==> src/verilog/pprm_pkg.sv <==
// Purpose: shared constants and types of the peripheral pin remap block
// Assumes: four-bit selection fields and one system clock
// Notes:   the lock and one-way bit positions are kept here; p_cc in pprm_chk also fixes the lock at bit 13
//
// Notes on behaviour
// - Each remappable pin's select field names the output driving it.
// - Output and input select registers are built of 4-bit fields.
// - Output fields reset to the null code 0, so no pin is driven.
// - While locked, select writes are accepted but change nothing.
// - Map lock is config control bit 13; one blocks select writes.
// - With one-way (config word three bit 29) set, lock can't clear.
// - With one-way set and lock set, only reset clears the lock.
// - An unprogrammed one-way bit counts as set: one write session.
package pprm_pkg;

  localparam int          SEL_W        = 4;
  localparam int          SEL_CODES    = 16;
  localparam logic [3:0]  SEL_NULL     = 4'h0;
  localparam logic [3:0]  SEL_RESET    = 4'h0;
  localparam int          LOCK_BIT     = 13;
  localparam int          ONE_WAY_BIT  = 29;
  localparam logic        LOCK_RESET   = 1'b0;
  localparam int          MAP_W        = 8;
  localparam logic [7:0]  MAP_NONE     = 8'hFF;
  // code k sits at bits [8k+7:8k]; code 0 and codes 9..15 are unassigned
  localparam logic [127:0] MAP_ROW_DEFAULT =
    128'hFFFF_FFFF_FFFF_FF07_0605_0403_0201_00FF;

  typedef enum logic [0:0] {
    PPRM_KIND_OUT = 1'b0,
    PPRM_KIND_IN  = 1'b1
  } pprm_kind_t;

endpackage

==> src/verilog/pprm_sel_if.sv <==
// Purpose: carries select-field access and the stored fields between modules
// Assumes: one writer (control) and one store
// Notes:   read data is registered inside the store
`timescale 1ns/1ps
interface pprm_sel_if #(
  parameter int NUM_PINS   = 8,
  parameter int NUM_INPUTS = 8,
  parameter int IDX_W      = 4
);
  import pprm_pkg::*;
  logic                         we;
  pprm_kind_t                   kind;
  logic [IDX_W-1:0]             idx;
  logic [SEL_W-1:0]             wdata;
  logic [SEL_W-1:0]             rdata;
  logic [NUM_PINS*SEL_W-1:0]    out_sel;
  logic [NUM_INPUTS*SEL_W-1:0]  in_sel;

  modport store (input we, kind, idx, wdata, output rdata, out_sel, in_sel);
  modport ctl   (output we, kind, idx, wdata, input rdata, out_sel, in_sel);
endinterface

==> src/verilog/pprm_sel_store.sv <==
// Purpose: holds the per-pin output select and per-input select fields
// Assumes: writes arrive already filtered by the lock
// Notes:   out-of-range index writes are dropped and read as zero
`timescale 1ns/1ps
module pprm_sel_store #(
  parameter int NUM_PINS   = 8,
  parameter int NUM_INPUTS = 8,
  parameter int IDX_W      = 4
) (
  input  wire logic   clk_i,   // system clock
  input  wire logic   srst_i,  // synchronous reset, active high
  pprm_sel_if.store   bus      // field access and stored fields
);
  import pprm_pkg::*;

  logic [SEL_W-1:0] out_reg [NUM_PINS];
  logic [SEL_W-1:0] in_reg  [NUM_INPUTS];
  logic [SEL_W-1:0] rdata_reg;

  // read index widths, so the array is never indexed with spare bits
  localparam int PIN_IDX_W = (NUM_PINS > 1) ? $clog2(NUM_PINS) : 1;
  localparam int IN_IDX_W  = (NUM_INPUTS > 1) ? $clog2(NUM_INPUTS) : 1;

  for (genvar p = 0; p < NUM_PINS; p++) begin : g_out
    always_ff @(posedge clk_i) begin
      if (srst_i) begin
        out_reg[p] <= SEL_RESET;
      end else if (bus.we && bus.kind == PPRM_KIND_OUT &&
                   32'(bus.idx) == p) begin
        out_reg[p] <= bus.wdata;
      end
    end
    assign bus.out_sel[p*SEL_W +: SEL_W] = out_reg[p];
  end

  for (genvar j = 0; j < NUM_INPUTS; j++) begin : g_in
    always_ff @(posedge clk_i) begin
      if (srst_i) begin
        in_reg[j] <= SEL_RESET;
      end else if (bus.we && bus.kind == PPRM_KIND_IN &&
                   32'(bus.idx) == j) begin
        in_reg[j] <= bus.wdata;
      end
    end
    assign bus.in_sel[j*SEL_W +: SEL_W] = in_reg[j];
  end

  always_ff @(posedge clk_i) begin
    if (srst_i) begin
      rdata_reg <= SEL_RESET;
    end else if (bus.kind == PPRM_KIND_OUT && 32'(bus.idx) < NUM_PINS) begin
      rdata_reg <= out_reg[bus.idx[PIN_IDX_W-1:0]];
    end else if (bus.kind == PPRM_KIND_IN && 32'(bus.idx) < NUM_INPUTS) begin
      rdata_reg <= in_reg[bus.idx[IN_IDX_W-1:0]];
    end else begin
      rdata_reg <= 4'h0;
    end
  end
  assign bus.rdata = rdata_reg;

endmodule // pprm_sel_store

==> src/verilog/pprm_top.sv <==
// Purpose: remappable output pin mux and input select with a map lock
// Assumes: unlock_done_i is high only after the system unlock sequence
// Notes:   all mux outputs are registered, so routing lags by one cycle;
//          a select write and a lock write in one cycle see the old lock;
//          the one-way option only changes while reset is held
`timescale 1ns/1ps
module pprm_top #(
  parameter int NUM_PINS   = 8,
  parameter int NUM_PERIPH = 8,
  parameter int NUM_INPUTS = 8,
  parameter int IDX_W      = 4,
  parameter logic [NUM_PINS*pprm_pkg::SEL_CODES*pprm_pkg::MAP_W-1:0]
    OUT_MAP = {NUM_PINS{pprm_pkg::MAP_ROW_DEFAULT}}
) (
  input  wire logic                    clk_i,          // system clock
  input  wire logic                    srst_i,         // sync reset, high
  input  wire logic [31:0]             device_config_word_three_i, // cfg
  input  wire logic                    config_programmed_i, // word valid
  input  wire logic                    unlock_done_i,  // unlock sequence ok
  input  wire logic                    config_control_wr_i,    // write
  input  wire logic [31:0]             config_control_wdata_i, // data
  output logic      [31:0]             config_control_o, // readback
  output logic                         pin_map_lock_o,   // lock state
  output logic                         lock_one_way_o,   // one-way active
  input  wire logic                    sel_wr_i,       // select write
  input  wire pprm_pkg::pprm_kind_t    sel_kind_i,     // output or input
  input  wire logic [IDX_W-1:0]        sel_idx_i,      // pin or input index
  input  wire logic [pprm_pkg::SEL_W-1:0] sel_wdata_i, // field value
  output logic      [pprm_pkg::SEL_W-1:0] sel_rdata_o, // field readback
  output logic                         sel_ack_o,      // write accepted
  output logic                         sel_blocked_o,  // write dropped
  input  wire logic [NUM_PERIPH-1:0]   periph_out_i,   // peripheral outs
  input  wire logic [NUM_PINS-1:0]     pin_i,          // pin levels
  output logic      [NUM_PINS-1:0]     pin_o,          // pin drive value
  output logic      [NUM_PINS-1:0]     pin_oe_o,       // pin drive enable
  output logic      [NUM_INPUTS-1:0]   periph_in_o     // peripheral ins
);
  import pprm_pkg::*;

  // index widths for the pin and peripheral vectors; the mux picks bits
  // from exactly these widths so no index is silently truncated
  localparam int PERIPH_IDX_W = (NUM_PERIPH > 1) ? $clog2(NUM_PERIPH) : 1;
  localparam int PIN_IDX_W    = (NUM_PINS > 1) ? $clog2(NUM_PINS) : 1;

  logic                   pin_map_lock_reg;
  logic                   pin_map_lock_next;
  logic                   lock_one_way_reg;
  logic                   lock_one_way_next;
  logic                   lock_wr_take;
  logic                   lock_clear_refused;
  logic [31:0]            config_control_reg;
  logic [31:0]            config_control_next;
  logic                   sel_ack_reg;
  logic                   sel_ack_next;
  logic                   sel_blocked_reg;
  logic                   sel_blocked_next;
  logic [NUM_PINS-1:0]    pin_reg;
  logic [NUM_PINS-1:0]    pin_oe_reg;
  logic [NUM_INPUTS-1:0]  periph_in_reg;

  // carrier between the lock gate here and the field store
  pprm_sel_if #(
    .NUM_PINS   (NUM_PINS),
    .NUM_INPUTS (NUM_INPUTS),
    .IDX_W      (IDX_W)
  ) sel_bus ();

  // locked writes never reach the store, so it needs no lock of its own
  pprm_sel_store #(
    .NUM_PINS   (NUM_PINS),
    .NUM_INPUTS (NUM_INPUTS),
    .IDX_W      (IDX_W)
  ) u_store (
    .clk_i  (clk_i),
    .srst_i (srst_i),
    .bus    (sel_bus.store)
  );

  // an erased config word counts as one-way set, the safe default
  always_comb begin
    lock_one_way_next = !config_programmed_i ||
                        device_config_word_three_i[ONE_WAY_BIT];
  end

  // latched only while reset is held, so a config word that moves later
  // cannot reopen a map that is locked one way
  always_ff @(posedge clk_i) begin
    if (srst_i) begin
      lock_one_way_reg <= lock_one_way_next;
    end
  end

  // lock writes without a completed unlock are silently ignored; setting
  // is always allowed once unlocked, clearing may be refused
  always_comb begin
    lock_wr_take       = config_control_wr_i && unlock_done_i;
    lock_clear_refused = lock_one_way_reg && pin_map_lock_reg;
    pin_map_lock_next  = pin_map_lock_reg;
    if (lock_wr_take) begin
      if (config_control_wdata_i[LOCK_BIT]) begin
        pin_map_lock_next = 1'b1;
      end else if (!lock_clear_refused) begin
        pin_map_lock_next = 1'b0;
      end
    end
  end

  // only a reset reopens a map that was locked one way
  always_ff @(posedge clk_i) begin
    if (srst_i) begin
      pin_map_lock_reg <= LOCK_RESET;
    end else begin
      pin_map_lock_reg <= pin_map_lock_next;
    end
  end

  // other config control bits belong elsewhere and read as zero here
  always_comb begin
    config_control_next           = '0;
    config_control_next[LOCK_BIT] = pin_map_lock_next;
  end

  // a registered copy keeps the readback in step with the lock flag
  always_ff @(posedge clk_i) begin
    if (srst_i) begin
      config_control_reg <= 32'(LOCK_RESET) << LOCK_BIT;
    end else begin
      config_control_reg <= config_control_next;
    end
  end
  assign config_control_o = config_control_reg;
  assign pin_map_lock_o   = pin_map_lock_reg;
  assign lock_one_way_o   = lock_one_way_reg;

  // the lock seen at the write edge decides, not a lock write beside it
  assign sel_bus.we    = sel_wr_i && !pin_map_lock_reg;
  assign sel_bus.kind  = sel_kind_i;
  assign sel_bus.idx   = sel_idx_i;
  assign sel_bus.wdata = sel_wdata_i;
  assign sel_rdata_o   = sel_bus.rdata;

  // every write is acknowledged so software sees no fault when locked;
  // the blocked flag is only a hint for tests and debug
  always_comb begin
    sel_ack_next     = sel_wr_i;
    sel_blocked_next = sel_wr_i && pin_map_lock_reg;
  end

  always_ff @(posedge clk_i) begin
    if (srst_i) begin
      sel_ack_reg <= 1'b0;
    end else begin
      sel_ack_reg <= sel_ack_next;
    end
  end

  always_ff @(posedge clk_i) begin
    if (srst_i) begin
      sel_blocked_reg <= 1'b0;
    end else begin
      sel_blocked_reg <= sel_blocked_next;
    end
  end
  assign sel_ack_o     = sel_ack_reg;
  assign sel_blocked_o = sel_blocked_reg;

  for (genvar p = 0; p < NUM_PINS; p++) begin : g_pin
    logic [SEL_W-1:0] code;
    logic [MAP_W-1:0] target;
    logic             assigned;
    logic             pin_next;
    logic             pin_oe_next;
    assign code   = sel_bus.out_sel[p*SEL_W +: SEL_W];
    assign target = OUT_MAP[(p*SEL_CODES + 32'(code))*MAP_W +: MAP_W];
    // null code, unassigned entry or out-of-range entry all leave the pin
    // undriven instead of picking an arbitrary peripheral
    assign assigned = code != SEL_NULL && target != MAP_NONE &&
                      32'(target) < NUM_PERIPH;

    // an undriven pin also shows zero so a released pin never echoes
    // the last peripheral level
    always_comb begin
      pin_oe_next = assigned;
      pin_next    = 1'b0;
      if (assigned) begin
        pin_next = periph_out_i[target[PERIPH_IDX_W-1:0]];
      end
    end

    always_ff @(posedge clk_i) begin
      if (srst_i) begin
        pin_reg[p]    <= 1'b0;
        pin_oe_reg[p] <= 1'b0;
      end else begin
        pin_reg[p]    <= pin_next;
        pin_oe_reg[p] <= pin_oe_next;
      end
    end
  end
  assign pin_o    = pin_reg;
  assign pin_oe_o = pin_oe_reg;

  for (genvar j = 0; j < NUM_INPUTS; j++) begin : g_in
    logic [SEL_W-1:0] code;
    logic             periph_in_next;
    assign code = sel_bus.in_sel[j*SEL_W +: SEL_W];
    // codes past the last pin read as zero rather than wrapping around
    always_comb begin
      periph_in_next = 1'b0;
      if (32'(code) < NUM_PINS) begin
        periph_in_next = pin_i[code[PIN_IDX_W-1:0]];
      end
    end

    always_ff @(posedge clk_i) begin
      if (srst_i) begin
        periph_in_reg[j] <= 1'b0;
      end else begin
        periph_in_reg[j] <= periph_in_next;
      end
    end
  end
  assign periph_in_o = periph_in_reg;

endmodule // pprm_top

==> config.mk <==
export PLATFORM = sky130hd
export DESIGN_NAME = pprm_top
export DESIGN_NICKNAME = d
export VERILOG_FILES = /design/src/verilog/pprm_pkg.sv /design/src/verilog/pprm_sel_if.sv /design/src/verilog/pprm_sel_store.sv /design/src/verilog/pprm_top.sv
export SDC_FILE = /design/constraint.sdc
export NUM_CORES = 1
export LEC_CHECK = 0
export BUFFER_PORTS_ARGS = -buffer_cell sky130_fd_sc_hd__buf_2
export CAP_MARGIN = 10
export CORE_MARGIN = 3
export CORE_UTILIZATION = 59
export CTS_BUF_LIST = sky130_fd_sc_hd__clkbuf_4 sky130_fd_sc_hd__clkbuf_8
export DETAILED_ROUTE_END_ITERATION = 8
export PLACE_DENSITY = 0.93
export SLEW_MARGIN = 5
export SYNTH_ARGS = -nofsm -noshare
export SYNTH_HDL_FRONTEND = slang
export SYNTH_SLANG_ARGS = --single-unit
==> constraint.sdc <==
create_clock -name clk_i -period 4.2 [get_ports clk_i]
set_input_delay 0.21 -clock clk_i [delete_from_list [all_inputs] [get_ports clk_i]]
set_output_delay 0.21 -clock clk_i [all_outputs]
set_load 0.1 [all_outputs]
==> results.ini <==
[logic_synthesis]
synth_top_area_share_pct=32.4
dominantRegCellSynth=edfxtp_1
synth_commonest_cells=edfxtp_1, and3_1, buf_4
ys_seq_area_share_pct=42.7
yosys-top-cells-area=edfxtp_1, dfxtp_1, mux4_2
synth_seq_cells=96
yosysUniqueCellTypes=59
synth_warnings=0
yosysMostFrequentCell=edfxtp_1
syn_inst=527
netlist_area_um2=6020
syn-mean-instance-area_um2=11.4
synth_enable_flop_cells=65
yosysTopAreaCell=edfxtp_1
async_flop_share_pct=0

[detailed_routing]
wirelength_mm=14.5
drc=0
drtIter0Drc=537
final_antenna_net_count=0
wl_per_cell_um=20.6
drtPass1Iterations=5
dr_total_vias=4548
vias_per_cell=6.44

[global_route]
grt_max_degree=46
grt_pass1_vias=4432
antenna_found_initial=0
grt_use_total_pct=25.8
grt_first_pass_wirelength_mm=22.7
overflow=0

[die]
rows=36
ios=159
die_w_um=107
core_um2=9860
floorplan.initialDensity_pct=61.0
dieArea_um2=11500
die_y_um=107

[final_layout]
regArea_um2=2570
fin_cells=706
drive_gt1_share_pct=20.1
multi_input_area_um2=3060
syn2layout_area_growth_pct=6.78
fillCellCount=685
utilization_pct=65.2
n_antenna_cell=0
final_area_um2=6430
nNetsFinal=679

[clock_network]
clk_latency_ns=0.38
ctsHoldBuffers=0
post_cts_resized=0
clk_pin_slew_ns=0.10
postCtsSetupRepairBufs=0
cts_max_level=3
numCtsBuffers=9
cts_sinks=96
clk_path_buf_depth=2
cts-root-buf=clkbuf_8
tritoncts=done

[worst_hold_path]
hold_path_depth=3
hold_path_startpoint=config_control_wdata_i[13]
hold_end=config_control_o[13]$_SDFFE_PP0P_
min-delay-path-class=in -> reg

[placed_design]
gp_congestion=0.879
dp_slack_ns=2.01
dp_hpwl_mm=10.1
io_buffers=65
placed_area_um2=6220
dp.cells=690

[sta]
setup_viol=0
max_slew.worst_pin.slew_ns=0.980
period_needed_ns=1.90
slew_viol_final=0
finalClockSkew_ns=0.0148
setup_tns_ns=0
post-route-period-util_pct=45.4
rsz0062_at_grt=no
fmax_mhz=525
whs_ns=0.0698
slew_headroom_pct=34.4
setup_slack_ns=2.30
hold_viol_final=0

[setup_path]
critPathTopFamily=compound AO/OA/AOI/OAI gates
critical_path.max_stage_delay_ns=0.37
arrival_ns=2.15
worst-path-buf-inv=1
crit_path_max_fanout=3
rr_endpoint=pin_o[0]$_SDFF_PP0_
end_kind=register
rr_worst_depth=6
slowest_stage=edfxtp_1
worstPathCellList=inv_1, ha_1, nor2_1, mux2_2, o32ai_1, o21ai_0
path_class=reg -> reg
reg2reg_from=u_store.out_reg[0][0]$_SDFFCE_PN0P_
crit_required_ns=4.44
r2r_setup_slack_ns=2.30
critPathLaunch=u_store.out_reg[0][0]$_SDFFCE_PN0P_
cp-start-kind=register

[power_and_ir_drop]
leakage_nw=2.77
powerDensity_nw_per_um2=354
finalPower_mw=2.28
peakVddDrop_mv=0.181

[run_status]
status=complete, no violations

[flow_run]
cap_viol_max_count=0

[where the power goes]
group	internal (mW)	switching (mW)	total, mW
clock network	0.291	0.344	0.635
logic	0.131	0.431	0.562
registers	1.05	0.0305	1.08
total	1.47	0.806	2.28
[worst reg2reg max path, cell delays in order (launching register included)]
cell,delay [ns]
edfxtp_1,0.37
inv_1,0.07
ha_1,0.24
nor2_1,0.22
mux2_2,0.37
o32ai_1,0.31
o21ai_0,0.20
[cell type report]
type / count / share of cell area [%]
clock inverter: 6 / 1.17
sequential: 96 / 40.0
clock buffer: 10 / 2.04
tap: 133 / 2.59
timing repair buffer: 65 / 5.06
multi-input combinational: 371 / 47.7
inverter: 25 / 1.46
[metal layers]
metal  track usage, %  part of all wire [%]
met5                0                     0
met4             11.1                   3.1
met3             6.98                    11
met2             42.3                    50
met1             32.2                    36
[placed cells by master, fill, tap and decap left out, drive strengths merged, types with 13 or more instances in the layout]
master,Yosys,layout
edfxtp,65,65
conb,1,31
inv,25,28
o21ai,13,13
dfxtp,31,31
mux2i,16,16
mux4,35,35
and3,42,42
ha,16,16
nor2b,24,24
nor2,23,23
nor3,15,15
buf,43,65
and2,31,31
[cell families after synthesis]
kind of cell    count (synthesis)  synth area share [%]
xor+xnor                        8                  1.16
compound gates                 76                  9.44
flops                          96                  42.7
mux                            55                  17.3
simple gates                  185                  17.7
buf+inv                        90                  8.25
other cells                     1                0.0623
fa+ha+maj                      16                  3.33
[worst max-delay path by stage]
stage / end / slack, ns / cells past startpoint
5_1_grt: pin_o[0]$_SDFF_PP0_ / 2.18 / 6
3_3_place_gp: u_store.in_reg[7][2]$_SDFFCE_PN0P_ / 2.05 / 5
4_1_cts: pin_o[0]$_SDFF_PP0_ / 2.33 / 6
2_1_floorplan: u_store.out_reg[0][0]$_SDFFCE_PN0P_ / 2.17 / 4
6_report: pin_o[0]$_SDFF_PP0_ / 2.30 / 6
3_5_place_dp: u_store.in_reg[7][2]$_SDFFCE_PN0P_ / 2.01 / 5
Power figures use the tool's default switching activity.
